**src/evt_timer_map.svh**
```systemverilog
/*
 * register offsets, field positions, reset values and sizes of the event timer block.
 * assumes an APB slave with 12-bit byte addresses and 32-bit data.
 */
`ifndef EVT_TIMER_MAP_SVH
`define EVT_TIMER_MAP_SVH

`define ADDR_W 12
`define TMR_W 16
`define STORE_DEPTH 8
`define LINE_CNT 4

`define OFS_CTRL 12'h000
`define OFS_EVT_COUNT 12'h004
`define OFS_FREE_TIME 12'h008
`define OFS_CAP0_TIME 12'h00c
`define OFS_CAP1_TIME 12'h010
`define OFS_STATUS 12'h014
`define OFS_MASK 12'h018
`define OFS_CMD 12'h01c
`define OFS_STORE 12'h020

`define CTRL_CLK_BIT 0
`define CTRL_RST_LSB 1
`define CTRL_RST_MSB 2

`define ST_CAP0 0
`define ST_CAP1 1
`define ST_SWEVT 2
`define ST_OVFL 3
`define ST_EVT_RST 4
`define ST_W 5

`define CMD_BASE_BIT 16
`define CMD_ACT_LSB 17
`define CMD_ACT_MSB 18
`define CMD_LINE_LSB 19
`define CMD_LINE_MSB 20

`define STORE_LINE_LSB 8

`define MASK_RST 5'h00
`define LINE_RST 4'h0

`endif

```
**src/evt_timer_pkg.sv**
```systemverilog
/*
 * types of the event timer block: clock source, reset source and compare action.
 * assumes evt_timer_map.svh supplies all numeric constants.
 */
package evt_timer_pkg;

    typedef enum logic {CLK_SRC_PIN, CLK_SRC_CAP1} clk_src_t;

    typedef enum logic [1:0] {RST_SRC_PIN, RST_SRC_CAP0, RST_SRC_COMPARE} rst_src_t;

    typedef enum logic [1:0] {ACT_SW_EVENT, ACT_RESET_EVT, ACT_SET_LINE, ACT_CLR_LINE} action_t;

endpackage

```
**src/evt_timer.sv**
```systemverilog
/*
 * event timer with selectable clock and reset sources, capture inputs,
 * a compare store that fires actions on free-running or event timer counts,
 * and an APB register slave with sticky status, mask and interrupts.
 * assumes all pins are synchronous-ish levels sampled on ref_clk_i and a
 * single 100 MHz clock with synchronous active-high reset.
 */
// Notes on behaviour
// - with the reset pin selected, each rising edge on it clears the event timer.
// - capture input zero may be chosen as the reset source, and its edge then also interrupts and records a time.
// - capture input zero has its own interrupt output, raised on its edge when its mask bit is set, apart from the shared interrupt line.
// - capture input one may clock the event timer in place of the clock pin, and its edges are timestamped too.
// - a compare command can reset the event timer when its count equals a programmed value.
// - every pending compare command, software events included, holds one entry of the compare store.
// - the event timer counts up by one on each active edge of its selected clock input, except when a reset acts in the same cycle.
// - compare commands may match on the event timer count as well as on the free-running timer.
`timescale 1ns/100ps
`include "evt_timer_map.svh"

module evt_timer (
    // clock and reset
    input wire logic ref_clk_i,
    input wire logic sys_rst_i,
    // apb slave
    input wire logic psel_i,
    input wire logic penable_i,
    input wire logic pwrite_i,
    input wire logic [`ADDR_W-1:0] paddr_i,
    input wire logic [31:0] pwdata_i,
    output logic [31:0] prdata_o,
    output logic pready_o,
    output logic pslverr_o,
    // sensor pins
    input wire logic ext_timer_clock_pin_i,
    input wire logic ext_timer_reset_pin_i,
    input wire logic capture0_pin_i,
    input wire logic capture1_pin_i,
    // compare outputs and interrupts
    output logic [`LINE_CNT-1:0] compare_line_o,
    output logic cap0_irq_o,
    output logic irq_o
);

    // pin order: 0 clock pin, 1 reset pin, 2 capture0, 3 capture1
    logic [3:0] pin_raw;
    logic [3:0] sync1_r;
    logic [3:0] sync2_r;
    logic [3:0] prev_r;
    logic [3:0] rise;

    // named edges, so the source selection below reads by function
    logic clk_pin_rise;
    logic rst_pin_rise;
    logic cap0_rise;
    logic cap1_rise;

    assign pin_raw = {capture1_pin_i, capture0_pin_i, ext_timer_reset_pin_i, ext_timer_clock_pin_i};

    // sync flops carry no reset: a pin already high at reset gives no false edge
    genvar g;
    generate
        for (g = 0; g < 4; g++) begin : g_sync
            always_ff @(posedge ref_clk_i) begin
                sync1_r[g] <= pin_raw[g];
                sync2_r[g] <= sync1_r[g];
                prev_r[g] <= sync2_r[g];
            end
            assign rise[g] = sync2_r[g] & ~prev_r[g] & ~sys_rst_i;
        end
    endgenerate

    assign clk_pin_rise = rise[0];
    assign rst_pin_rise = rise[1];
    assign cap0_rise = rise[2];
    assign cap1_rise = rise[3];

    function automatic evt_timer_pkg::rst_src_t rst_decode(input logic [1:0] f);
        unique case (f)
            2'h1: rst_decode = evt_timer_pkg::RST_SRC_CAP0;
            2'h2: rst_decode = evt_timer_pkg::RST_SRC_COMPARE;
            default: rst_decode = evt_timer_pkg::RST_SRC_PIN;
        endcase
    endfunction

    function automatic logic addr_mapped(input logic [`ADDR_W-1:0] a);
        addr_mapped = (a == `OFS_CTRL) || (a == `OFS_EVT_COUNT) || (a == `OFS_FREE_TIME) ||
                      (a == `OFS_CAP0_TIME) || (a == `OFS_CAP1_TIME) || (a == `OFS_STATUS) ||
                      (a == `OFS_MASK) || (a == `OFS_CMD) || (a == `OFS_STORE);
    endfunction

    // state
    evt_timer_pkg::clk_src_t clk_src_r, clk_src_nxt;
    evt_timer_pkg::rst_src_t rst_src_r, rst_src_nxt;
    logic [`TMR_W-1:0] evt_cnt_r, evt_cnt_nxt;
    logic [`TMR_W-1:0] free_r, free_nxt;
    logic [`TMR_W-1:0] cap0_time_r, cap0_time_nxt;
    logic [`TMR_W-1:0] cap1_time_r, cap1_time_nxt;
    logic [`ST_W-1:0] status_r, status_nxt;
    logic [`ST_W-1:0] mask_r, mask_nxt;
    logic [`LINE_CNT-1:0] line_r, line_nxt;
    logic [`STORE_DEPTH-1:0] ent_valid_r, ent_valid_nxt;
    logic [`TMR_W-1:0] ent_value_r [`STORE_DEPTH];
    logic [`TMR_W-1:0] ent_value_nxt [`STORE_DEPTH];
    logic [`STORE_DEPTH-1:0] ent_base_r, ent_base_nxt;
    evt_timer_pkg::action_t ent_act_r [`STORE_DEPTH];
    evt_timer_pkg::action_t ent_act_nxt [`STORE_DEPTH];
    logic [1:0] ent_line_r [`STORE_DEPTH];
    logic [1:0] ent_line_nxt [`STORE_DEPTH];
    logic [31:0] prdata_r, prdata_nxt;
    logic pslverr_r, pslverr_nxt;

    // combinational helpers
    logic setup;
    logic wr;
    logic clk_edge;
    logic cmp_rst;
    logic cmp_sw;
    logic evt_reset;
    logic alloc_done;
    logic [`ST_W-1:0] st_set;
    logic [`ST_W-1:0] st_clr;
    logic [`STORE_DEPTH-1:0] fire;
    logic [3:0] used_cnt;

    assign setup = psel_i & ~penable_i;
    assign wr = psel_i & penable_i & pwrite_i & addr_mapped(paddr_i);

    always_comb begin
        clk_src_nxt = clk_src_r;
        rst_src_nxt = rst_src_r;
        free_nxt = free_r + `TMR_W'(1);
        cap0_time_nxt = cap0_time_r;
        cap1_time_nxt = cap1_time_r;
        mask_nxt = mask_r;
        line_nxt = line_r;
        ent_valid_nxt = ent_valid_r;
        ent_base_nxt = ent_base_r;
        ent_value_nxt = ent_value_r;
        ent_act_nxt = ent_act_r;
        ent_line_nxt = ent_line_r;
        cmp_rst = 1'b0;
        cmp_sw = 1'b0;
        alloc_done = 1'b0;
        st_set = '0;
        st_clr = '0;
        used_cnt = 4'h0;

        // compare store: each valid entry watches its own timebase
        // a value already passed waits for its timer to wrap round
        for (int i = 0; i < `STORE_DEPTH; i++) begin
            fire[i] = ent_valid_r[i] &&
                      (ent_value_r[i] == (ent_base_r[i] ? evt_cnt_r : free_r));
            if (fire[i]) begin
                ent_valid_nxt[i] = 1'b0;
                unique case (ent_act_r[i])
                    evt_timer_pkg::ACT_SW_EVENT: cmp_sw = 1'b1;
                    evt_timer_pkg::ACT_RESET_EVT: cmp_rst = 1'b1;
                    evt_timer_pkg::ACT_SET_LINE: line_nxt[ent_line_r[i]] = 1'b1;
                    evt_timer_pkg::ACT_CLR_LINE: line_nxt[ent_line_r[i]] = 1'b0;
                endcase
            end
            if (ent_valid_r[i]) begin
                used_cnt = used_cnt + 4'h1;
            end
        end

        // clock source choice
        clk_edge = (clk_src_r == evt_timer_pkg::CLK_SRC_CAP1) ? cap1_rise : clk_pin_rise;

        // exactly one reset source acts
        unique case (rst_src_r)
            evt_timer_pkg::RST_SRC_PIN: evt_reset = rst_pin_rise;
            evt_timer_pkg::RST_SRC_CAP0: evt_reset = cap0_rise;
            evt_timer_pkg::RST_SRC_COMPARE: evt_reset = cmp_rst;
            default: evt_reset = 1'b0;
        endcase

        // reset wins over a clock edge in the same cycle
        if (evt_reset) begin
            evt_cnt_nxt = '0;
        end else if (clk_edge) begin
            evt_cnt_nxt = evt_cnt_r + `TMR_W'(1);
        end else begin
            evt_cnt_nxt = evt_cnt_r;
        end

        // capture0 always stamps and flags, whether or not it is the reset source
        if (cap0_rise) begin
            cap0_time_nxt = free_r;
            st_set[`ST_CAP0] = 1'b1;
        end
        if (cap1_rise) begin
            cap1_time_nxt = free_r;
            st_set[`ST_CAP1] = 1'b1;
        end
        st_set[`ST_SWEVT] = cmp_sw;
        st_set[`ST_EVT_RST] = evt_reset;

        // register writes
        if (wr) begin
            unique case (paddr_i)
                `OFS_CTRL: begin
                    clk_src_nxt = evt_timer_pkg::clk_src_t'(pwdata_i[`CTRL_CLK_BIT]);
                    rst_src_nxt = rst_decode(pwdata_i[`CTRL_RST_MSB:`CTRL_RST_LSB]);
                end
                `OFS_STATUS: st_clr = pwdata_i[`ST_W-1:0];
                `OFS_MASK: mask_nxt = pwdata_i[`ST_W-1:0];
                `OFS_CMD: begin
                    // first free slot takes the command; a full store drops it
                    for (int i = 0; i < `STORE_DEPTH; i++) begin
                        if (!ent_valid_r[i] && !alloc_done) begin
                            alloc_done = 1'b1;
                            ent_valid_nxt[i] = 1'b1;
                            ent_value_nxt[i] = pwdata_i[`TMR_W-1:0];
                            ent_base_nxt[i] = pwdata_i[`CMD_BASE_BIT];
                            ent_act_nxt[i] = evt_timer_pkg::action_t'(
                                pwdata_i[`CMD_ACT_MSB:`CMD_ACT_LSB]);
                            ent_line_nxt[i] = pwdata_i[`CMD_LINE_MSB:`CMD_LINE_LSB];
                        end
                    end
                    st_set[`ST_OVFL] = ~alloc_done;
                end
                default: ;
            endcase
        end

        // set beats a simultaneous write-one clear
        status_nxt = (status_r & ~st_clr) | st_set;

        // read data is captured in the setup cycle, so the access phase needs no wait
        prdata_nxt = prdata_r;
        pslverr_nxt = pslverr_r;
        if (setup) begin
            pslverr_nxt = ~addr_mapped(paddr_i);
            unique case (paddr_i)
                `OFS_CTRL: prdata_nxt = {29'h0, rst_src_r, clk_src_r};
                `OFS_EVT_COUNT: prdata_nxt = {16'h0, evt_cnt_r};
                `OFS_FREE_TIME: prdata_nxt = {16'h0, free_r};
                `OFS_CAP0_TIME: prdata_nxt = {16'h0, cap0_time_r};
                `OFS_CAP1_TIME: prdata_nxt = {16'h0, cap1_time_r};
                `OFS_STATUS: prdata_nxt = {27'h0, status_r};
                `OFS_MASK: prdata_nxt = {27'h0, mask_r};
                `OFS_STORE: prdata_nxt = {20'h0, line_r, 4'h0, used_cnt};
                default: prdata_nxt = 32'h0000_0000;
            endcase
        end
    end

    always_ff @(posedge ref_clk_i) begin
        if (sys_rst_i) begin
            clk_src_r <= evt_timer_pkg::CLK_SRC_PIN;
            rst_src_r <= evt_timer_pkg::RST_SRC_PIN;
            evt_cnt_r <= '0;
            free_r <= '0;
            cap0_time_r <= '0;
            cap1_time_r <= '0;
            status_r <= '0;
            mask_r <= `MASK_RST;
            line_r <= `LINE_RST;
            ent_valid_r <= '0;
            ent_base_r <= '0;
            prdata_r <= 32'h0000_0000;
            pslverr_r <= 1'b0;
            for (int i = 0; i < `STORE_DEPTH; i++) begin
                ent_value_r[i] <= '0;
                ent_act_r[i] <= evt_timer_pkg::ACT_SW_EVENT;
                ent_line_r[i] <= 2'h0;
            end
        end else begin
            clk_src_r <= clk_src_nxt;
            rst_src_r <= rst_src_nxt;
            evt_cnt_r <= evt_cnt_nxt;
            free_r <= free_nxt;
            cap0_time_r <= cap0_time_nxt;
            cap1_time_r <= cap1_time_nxt;
            status_r <= status_nxt;
            mask_r <= mask_nxt;
            line_r <= line_nxt;
            ent_valid_r <= ent_valid_nxt;
            ent_base_r <= ent_base_nxt;
            prdata_r <= prdata_nxt;
            pslverr_r <= pslverr_nxt;
            ent_value_r <= ent_value_nxt;
            ent_act_r <= ent_act_nxt;
            ent_line_r <= ent_line_nxt;
        end
    end

    // outputs
    assign prdata_o = prdata_r;
    // read data was loaded at setup, so every access ends in one cycle
    assign pready_o = 1'b1;
    assign pslverr_o = pslverr_r & psel_i & penable_i;
    assign compare_line_o = line_r;
    // capture0 keeps a vector of its own, apart from the shared line
    assign cap0_irq_o = status_r[`ST_CAP0] & mask_r[`ST_CAP0];
    // the shared line leaves capture0 out, so software is not called twice
    assign irq_o = |(status_r & mask_r & ~(`ST_W'(1) << `ST_CAP0));

endmodule

```
**config.mk**
```make
export PLATFORM = sky130hd
export DESIGN_NAME = evt_timer
export DESIGN_NICKNAME = d
export VERILOG_FILES = /design/src/evt_timer_pkg.sv /design/src/evt_timer.sv
export VERILOG_INCLUDE_DIRS = /design/src
export SDC_FILE = /design/constraint.sdc
export NUM_CORES = 1
export LEC_CHECK = 0
export ABC_CLOCK_PERIOD_IN_PS = 3700
export BUFFER_PORTS_ARGS = -buffer_cell sky130_fd_sc_hd__buf_2
export CORE_MARGIN = 4
export CORE_UTILIZATION = 25
export DETAILED_ROUTE_END_ITERATION = 7
export SYNTH_ARGS = -nofsm -noshare
export SYNTH_HDL_FRONTEND = slang
export SYNTH_SLANG_ARGS = --single-unit
```
**constraint.sdc**
```tcl
create_clock -name ref_clk_i -period 3.7 [get_ports ref_clk_i]
set_input_delay 0.74 -clock ref_clk_i [delete_from_list [all_inputs] [get_ports ref_clk_i]]
set_output_delay 0.74 -clock ref_clk_i [all_outputs]
set_load 0.01 [all_outputs]
```
==> impl_metrics.env, run 1 <==
export IMPL_wl_per_cell_um=19.1
export IMPL_regArea_um2=5730
export IMPL_dp_slack_ns=-0.150
export IMPL_design_core_area_um2=60600
export IMPL_cts_htree_levels=2
export IMPL_crit_chain="inv_4 -> ha_4 -> xnor2_4 -> inv_2 -> ha_4 -> nand2_4 -> o31ai_4 -> ha_4 -> nor2b_4 -> nor2_1 -> ha_1 -> a22o_1 -> ha_2 -> nand2_2 -> xor3_1 -> and2_4 -> a21oi_1 -> a31oi_1 -> mux2_2 -> o21bai_1"
export IMPL_grt_overflow=0
export IMPL_power_switching_uw=1640
export IMPL_cts_tree="yes"
export IMPL_final_common_cell="nand2_1"
export IMPL_post_route_period_util_pct=98.7
export IMPL_syn_avg_cell_area_um2=8.06
export IMPL_min_from="capture0_pin_i"
export IMPL_min_to="sync1_r[2]"
export IMPL_min_path_type="input pin to flop"
export IMPL_intPower_uw=5230
export IMPL_syn_inst=1904
export IMPL_cp_arrival_ns=4.12
export IMPL_worstSetupStartpoint="ent_valid_r[0]"
export IMPL_syn2layout_area_growth_pct=17.2
export IMPL_slew_violations=0
export IMPL_critical_path_required_ns=4.17
export IMPL_clockBufferDepth=3
export IMPL_vias=13878
export IMPL_crit_family="adder cells"
export IMPL_fmax_mhz=274
export IMPL_finalSetupViolCount=0
export IMPL_relSlewSlack_pct=8.13
export IMPL_worst_setup_path_start_kind="flop"
export IMPL_die_h_um=256
export IMPL_p_leak_uw=0.00579
export IMPL_vias_per_cell=5.04
export IMPL_grt_first_pass_wirelength_um=78600
export IMPL_antenna_found_initial=2
export IMPL_die_area_um2=65400
export IMPL_fillers=6391
export IMPL_clkPwrFrac_pct=49.6
export IMPL_nNetsFinal=2011
export IMPL_synth_area_um2=15300
export IMPL_criticalPathCategory="flop to flop"
export IMPL_synth_seq_cells=286
export IMPL_grt_pass1_vias=13091
export IMPL_cp_num_buf_inv=2
export IMPL_async_reset_ff_share_pct=0
export IMPL_holdWs_ns=0.304
export IMPL_period_needed_ns=3.65
export IMPL_cap_violations=0
export IMPL_tightestPinTransition_ns=1.38
export IMPL_hold_violations=0
export IMPL_grt_usage_pct=15.1
export IMPL_utilization_pct=29.7
export IMPL_ys_seq_area_share_pct=37.3
export IMPL_initial_utilization_pct=25.3
export IMPL_cts_root_buf="clkbuf_16"
export IMPL_io_pins=93
export IMPL_die_width_um=256
export IMPL_fp_row_count=90
export IMPL_switching_share_pct=23.9
export IMPL_slowest_delay_ns=0.37
export IMPL_skew_ns=0.00932
export IMPL_synth_distinct_cells=71
export IMPL_wirelength_um=52600
export IMPL_critPathCaptureType="flop"
export IMPL_comb_power_share_pct=4.8
export IMPL_cp_common_cell="ha_4"
export IMPL_r2r_start="ent_valid_r[0]"
export IMPL_detail_route_antenna_nets=0
export IMPL_cpMaxStageDelayCell="dfxtp_4"
export IMPL_p_per_area_nw_per_um2=382
export IMPL_path_max_fanout=3
export IMPL_ff2ff_path_depth=20
export IMPL_ys_warn_count=0
export IMPL_drt_iter0_drc=1171
export IMPL_cts_buffers=34
export IMPL_post_route_drc_count=0
export IMPL_irDropWorstVdd_uv=252
export IMPL_rsz0062_at_grt="true"
export IMPL_r2r_end="prdata_o[3]"
export IMPL_synth_edf_count=0
export IMPL_clock_latency_ns=0.54
export IMPL_dp_hpwl_um=36600
export IMPL_dr_pass1_iters=6
export IMPL_hold_depth=1
export IMPL_clock_sinks=286
export IMPL_fin_ws_ns=0.0465
export IMPL_status="complete, no violations"
export IMPL_multi_input_area_um2=8820
export IMPL_drive_gt1_share_pct=13.9
export IMPL_synth_ff_type="dfxtp_1"
export IMPL_rrSetupSlack_ns=0.05
export IMPL_grt_max_degree=172
export IMPL_mostFrequentLayoutCells="nand2_1 (410), dfxtp_1 (284), a21oi_1 (202)"
export IMPL_place_congestion=0.887
export IMPL_port_buffers=64
export IMPL_power_frac_seq_pct=45.6
export IMPL_clk_pin_slew_ns=0.06
export IMPL_antenna_cells=0
==> what timing repair did <==
action | in CTS | in global routing
pin swaps | 12 | 6
resized for setup | 7 | 10
hold buffers | 0 | 0
endpoints found under the setup margin | 2 | 3
buffers inserted | 10 | 1
==> routing by layer <==
| layer | vias up | wire length [um] | part of all wire [%] | track usage [%] |
|---|---|---|---|---|
| li1 | 6592 | - | - | - |
| met1 | 6641 | 21800 | 41 | 19.2 |
| met2 | 517 | 25600 | 49 | 26.1 |
| met3 | 126 | 3180 | 6.0 | 2.26 |
| met4 | 2 | 2010 | 3.8 | 5.67 |
| met5 | - | 20 | 0.038 | 0 |
==> worst register-to-register path, stage by stage (launching register included) <==
cell	delay, ns
dfxtp_4	0.37
inv_4	0.04
ha_4	0.25
xnor2_4	0.17
inv_2	0.06
ha_4	0.27
nand2_4	0.06
o31ai_4	0.10
ha_4	0.26
nor2b_4	0.11
nor2_1	0.05
ha_1	0.26
a22o_1	0.25
ha_2	0.18
nand2_2	0.06
xor3_1	0.20
and2_4	0.16
a21oi_1	0.06
a31oi_1	0.19
mux2_2	0.35
o21bai_1	0.12
==> flip-flops by register name, summed over array words and instances, names as in the netlist, 2 cells and up <==
| name | flops |
|---|---|
| rst_src_r | 2 |
| prev_r | 4 |
| evt_cnt_r | 16 |
| cap0_time_r | 16 |
| ent_valid_r | 8 |
| status_r | 5 |
| ent_value_r | 128 |
| prdata_o | 16 |
| ent_line_r | 16 |
| sync1_r | 4 |
| ent_act_r | 16 |
| free_r | 16 |
| cap1_time_r | 16 |
| ent_base_r | 8 |
| sync2_r | 4 |
| mask_r | 5 |
| compare_line_o | 4 |
==> worst max path at each step <==
stage	endpoint	slack, ns	depth (start not counted)
floorplan	prdata_o[1]	0.02	18
global placement	prdata_o[1]	-0.11	18
detailed placement	prdata_o[3]	-0.15	20
CTS	prdata_o[3]	-0.05	20
global route	prdata_o[3]	-0.16	20
finish	prdata_o[3]	0.05	20
==> kinds of logic after synthesis <==
family	share of synthesized area, %
simple gates	22.3
compound gates	12.9
flops	37.3
buf+inv	6.33
mux	10.8
xor+xnor	9.38
fa+ha+maj	0.897
other cells	0.0489
==> cells in the mapped netlist, drive strengths merged (5+ instances only) <==
cell type	count	area [um^2]
nand2b	12	75.1
nor3b	6	45.0
xnor2	129	1130
nand2	412	1550
and2	5	31.3
a211oi	5	37.5
xor2	30	263
or3	10	62.6
nand3b	6	45.0
nand4	22	144
buf	78	475
nor3	27	140
nor2	97	364
inv	22	82.6
mux2i	160	1600
dfxtp	286	5730
a22oi	22	165
mux2	5	56.3
a31oi	16	100
ha	11	138
a222oi	7	70.1
nor4	50	353
and3	13	81.3
and4	10	90.1
a221oi	10	87.6
nor2b	18	120
o31ai	8	60.1
clkbuf	110	413
a21oi	202	1010
o21ai	25	125
nand3	35	175
==> power groups by stage <==
stage                     Sequential (uW)  Combinational [uW]  Clock (uW)
after floorplan                      3190                 209           0
after global placement               3200                 322           0
after detailed placement             3200                 326           0
after CTS                            3130                 327        3460
after global routing                 3130                 353        3560
final                                3130                 330        3410
==> through the flow <==
stage / TNS (ns) / instances / cell area, um^2 / total power (uW)
2_1_floorplan: 0 / 1919 / 15400 / 3390
3_3_place_gp: -0.197 / 2683 / 16700 / 3520
3_5_place_dp: -0.288 / 2683 / 16700 / 3520
4_1_cts: -0.0819 / 2753 / 17900 / 6910
5_1_grt: -0.302 / 2754 / 18000 / 7050
6_report: 0 / 2754 / 18000 / 6870
==> area by class of cell <==
| type | count | area share, % |
|---|---|---|
| inverters | 22 | 0.473 |
| repair buffers | 180 | 6.88 |
| clock inverters | 9 | 0.424 |
| flip-flops and latches | 286 | 31.9 |
| well taps | 782 | 5.44 |
| multi-input cells | 1423 | 49.1 |
| clock buffers | 52 | 5.85 |
(Power assumes the default switching activity.)
==> run 2, diff against run 1 <==
Settings changed: ABC_CLOCK_PERIOD_IN_PS 3700 to 4000.
Clock period 3.7 ns to 4 ns, I/O delays scaled along.
==> impl_metrics.env, run 2 (same netlist as run 1, synthesis figures left out) <==
export IMPL_status="complete, no violations"
export IMPL_finalSetupTns_ns=0
export IMPL_antenna_found_initial=2
export IMPL_min_path_type="flop to flop"
export IMPL_comb_power_share_pct=4.9
export IMPL_dp_slack_ns=-0.0118
export IMPL_vias=13832
export IMPL_grt_usage_pct=15.3
export IMPL_cap_violations=0
export IMPL_min_to="sync2_r[0]"
export IMPL_fp_row_count=90
export IMPL_dp_hpwl_um=36400
export IMPL_relSlewSlack_pct=9.13
export IMPL_cts_htree_levels=1
export IMPL_clkPwrFrac_pct=48.6
export IMPL_cts_tree="yes"
export IMPL_crit_family="adder cells"
export IMPL_ff2ff_path_depth=18
export IMPL_cpMaxStageDelayCell="dfxtp_1"
export IMPL_r2r_end="prdata_o[1]"
export IMPL_clock_sinks=286
export IMPL_largest_reg_flops=128
export IMPL_die_area_um2=65400
export IMPL_multi_input_area_um2=8750
export IMPL_dr_pass1_iters=5
export IMPL_worst_setup_path_start_kind="flop"
export IMPL_power_frac_seq_pct=46.6
export IMPL_holdWs_ns=0.334
export IMPL_io_pins=93
export IMPL_syn2layout_area_growth_pct=14.8
export IMPL_min_from="sync1_r[0]"
export IMPL_placed_cells=2662
export IMPL_cts_root_buf="clkbuf_16"
export IMPL_skew_ns=0.0113
export IMPL_post_route_drc_count=0
export IMPL_wirelength_um=52400
export IMPL_rrSetupSlack_ns=0.17
export IMPL_die_width_um=256
export IMPL_fin_cells=2721
export IMPL_vias_per_cell=5.08
export IMPL_fin_ws_ns=0.166
export IMPL_clockBufferDepth=3
export IMPL_intPower_uw=4760
export IMPL_r2r_start="ent_valid_r[1]"
export IMPL_critical_path_required_ns=4.44
export IMPL_critPathCaptureType="flop"
export IMPL_cp_common_cell="ha_1"
export IMPL_grt_first_pass_wirelength_um=80200
export IMPL_grt_pass1_vias=13429
export IMPL_tightestPinTransition_ns=1.36
export IMPL_power_switching_uw=1460
export IMPL_mostFrequentLayoutCells="nand2_1 (411), dfxtp_1 (286), a21oi_1 (202)"
export IMPL_grt_max_degree=81
export IMPL_detail_route_antenna_nets=0
export IMPL_fmax_mhz=261
export IMPL_period_needed_ns=3.83
export IMPL_cp_num_buf_inv=2
export IMPL_drt_iter0_drc=1202
export IMPL_slowest_delay_ns=0.34
export IMPL_grt_overflow=0
export IMPL_clock_latency_ns=0.57
export IMPL_irDropWorstVdd_uv=327
export IMPL_slew_violations=0
export IMPL_port_buffers=64
export IMPL_p_per_area_nw_per_um2=353
export IMPL_hold_depth=0
export IMPL_cts_buffers=31
export IMPL_design_core_area_um2=60600
export IMPL_criticalPathCategory="flop to flop"
export IMPL_drive_gt1_share_pct=12.1
export IMPL_post_route_period_util_pct=95.8
export IMPL_hold_violations=0
export IMPL_cp_arrival_ns=4.27
export IMPL_regArea_um2=5730
export IMPL_crit_chain="inv_1 -> ha_4 -> xnor2_2 -> inv_1 -> ha_1 -> nand2_2 -> o31ai_2 -> ha_1 -> nor2b_1 -> nor2_1 -> ha_1 -> a22o_1 -> ha_1 -> mux2_2 -> ha_1 -> mux2_2 -> nand2_1 -> a31oi_1"
export IMPL_die_h_um=256
export IMPL_clk_pin_slew_ns=0.07
export IMPL_place_congestion=0.885
export IMPL_initial_utilization_pct=25.3
export IMPL_total_power_uw=6220
export IMPL_top_register="ent_value_r"
export IMPL_p_leak_uw=0.00560
export IMPL_final_common_cell="nand2_1"
export IMPL_fillers=6388
export IMPL_wl_per_cell_um=19.2
export IMPL_nNetsFinal=1979
export IMPL_finalSetupViolCount=0
export IMPL_path_max_fanout=3
export IMPL_switching_share_pct=23.5
==> run 2: changes by cell type in the layout (fill, tap and decap cells not counted), moves of 4 or more <==
cell	change
buf_4	-27
clkbuf_16	-6
clkbuf_8	+4
clkbuf_1	-5
==> run 2: per-stage QoR <==
step | area, um^2 | utilization (%)
2_1_floorplan | 15400 | -
3_3_place_gp | 16500 | 27.2
3_5_place_dp | 16500 | 27.2
4_1_cts | 17600 | 29.0
5_1_grt | 17600 | 29.1
6_report | 17600 | 29.1
==> run 2: repair_timing <==
item,CTS,global route
pin swaps,2,5
endpoints found under the setup margin,1,2
buffers inserted,0,2
resized for setup,3,5
hold buffers,0,0
endpoints found under the hold margin,0,0
==> run 2: power by group through the flow <==
stage          logic (uW)  clock network, uW  registers (uW)
3_3_place_gp          291                  0            2960
3_5_place_dp          294                  0            2960
5_1_grt               320               3180            2900
6_report              302               3020            2900
4_1_cts               295               3070            2900
2_1_floorplan         193                  0            2950
==> run 2: layer usage <==
| metal | part of all wire [%] | vias to the layer above | track usage (%) |
|---|---|---|---|
| met5 | 0.025 | - | 0 |
| met4 | 4.2 | 2 | 6.26 |
| met3 | 6.8 | 130 | 2.31 |
| met2 | 48 | 547 | 25.9 |
| met1 | 41 | 6626 | 19.5 |
| li1 | - | 6527 | - |
==> run 2: layout make-up <==
class / count / share of cell area, %
well taps: 782 / 5.56
flip-flops and latches: 286 / 32.5
repair buffers: 151 / 5.65
inverters: 22 / 0.469
multi-input cells: 1423 / 49.7
diodes: 1 / 0.0142
clock inverters: 11 / 0.760
clock buffers: 45 / 5.33
==> run 2: worst max path at each step <==
stage | cells after the start | startpoint | endpoint
floorplan | 20 | ent_valid_r[0] | prdata_o[3]
global placement | 20 | ent_valid_r[0] | prdata_o[3]
detailed placement | 20 | ent_valid_r[0] | prdata_o[3]
CTS | 20 | ent_valid_r[0] | prdata_o[3]
global route | 20 | ent_valid_r[0] | prdata_o[3]
finish | 18 | ent_valid_r[1] | prdata_o[1]
==> run 2: worst reg2reg max path, stage by stage, from the launching register on <==
cell and delay, ns:
dfxtp_1 0.34, inv_1 0.09, ha_4 0.29, xnor2_2 0.11
inv_1 0.07, ha_1 0.29, nand2_2 0.08, o31ai_2 0.08
ha_1 0.33, nor2b_1 0.16, nor2_1 0.06, ha_1 0.28
a22o_1 0.24, ha_1 0.32, mux2_2 0.28, ha_1 0.28
mux2_2 0.26, nand2_1 0.07, a31oi_1 0.07
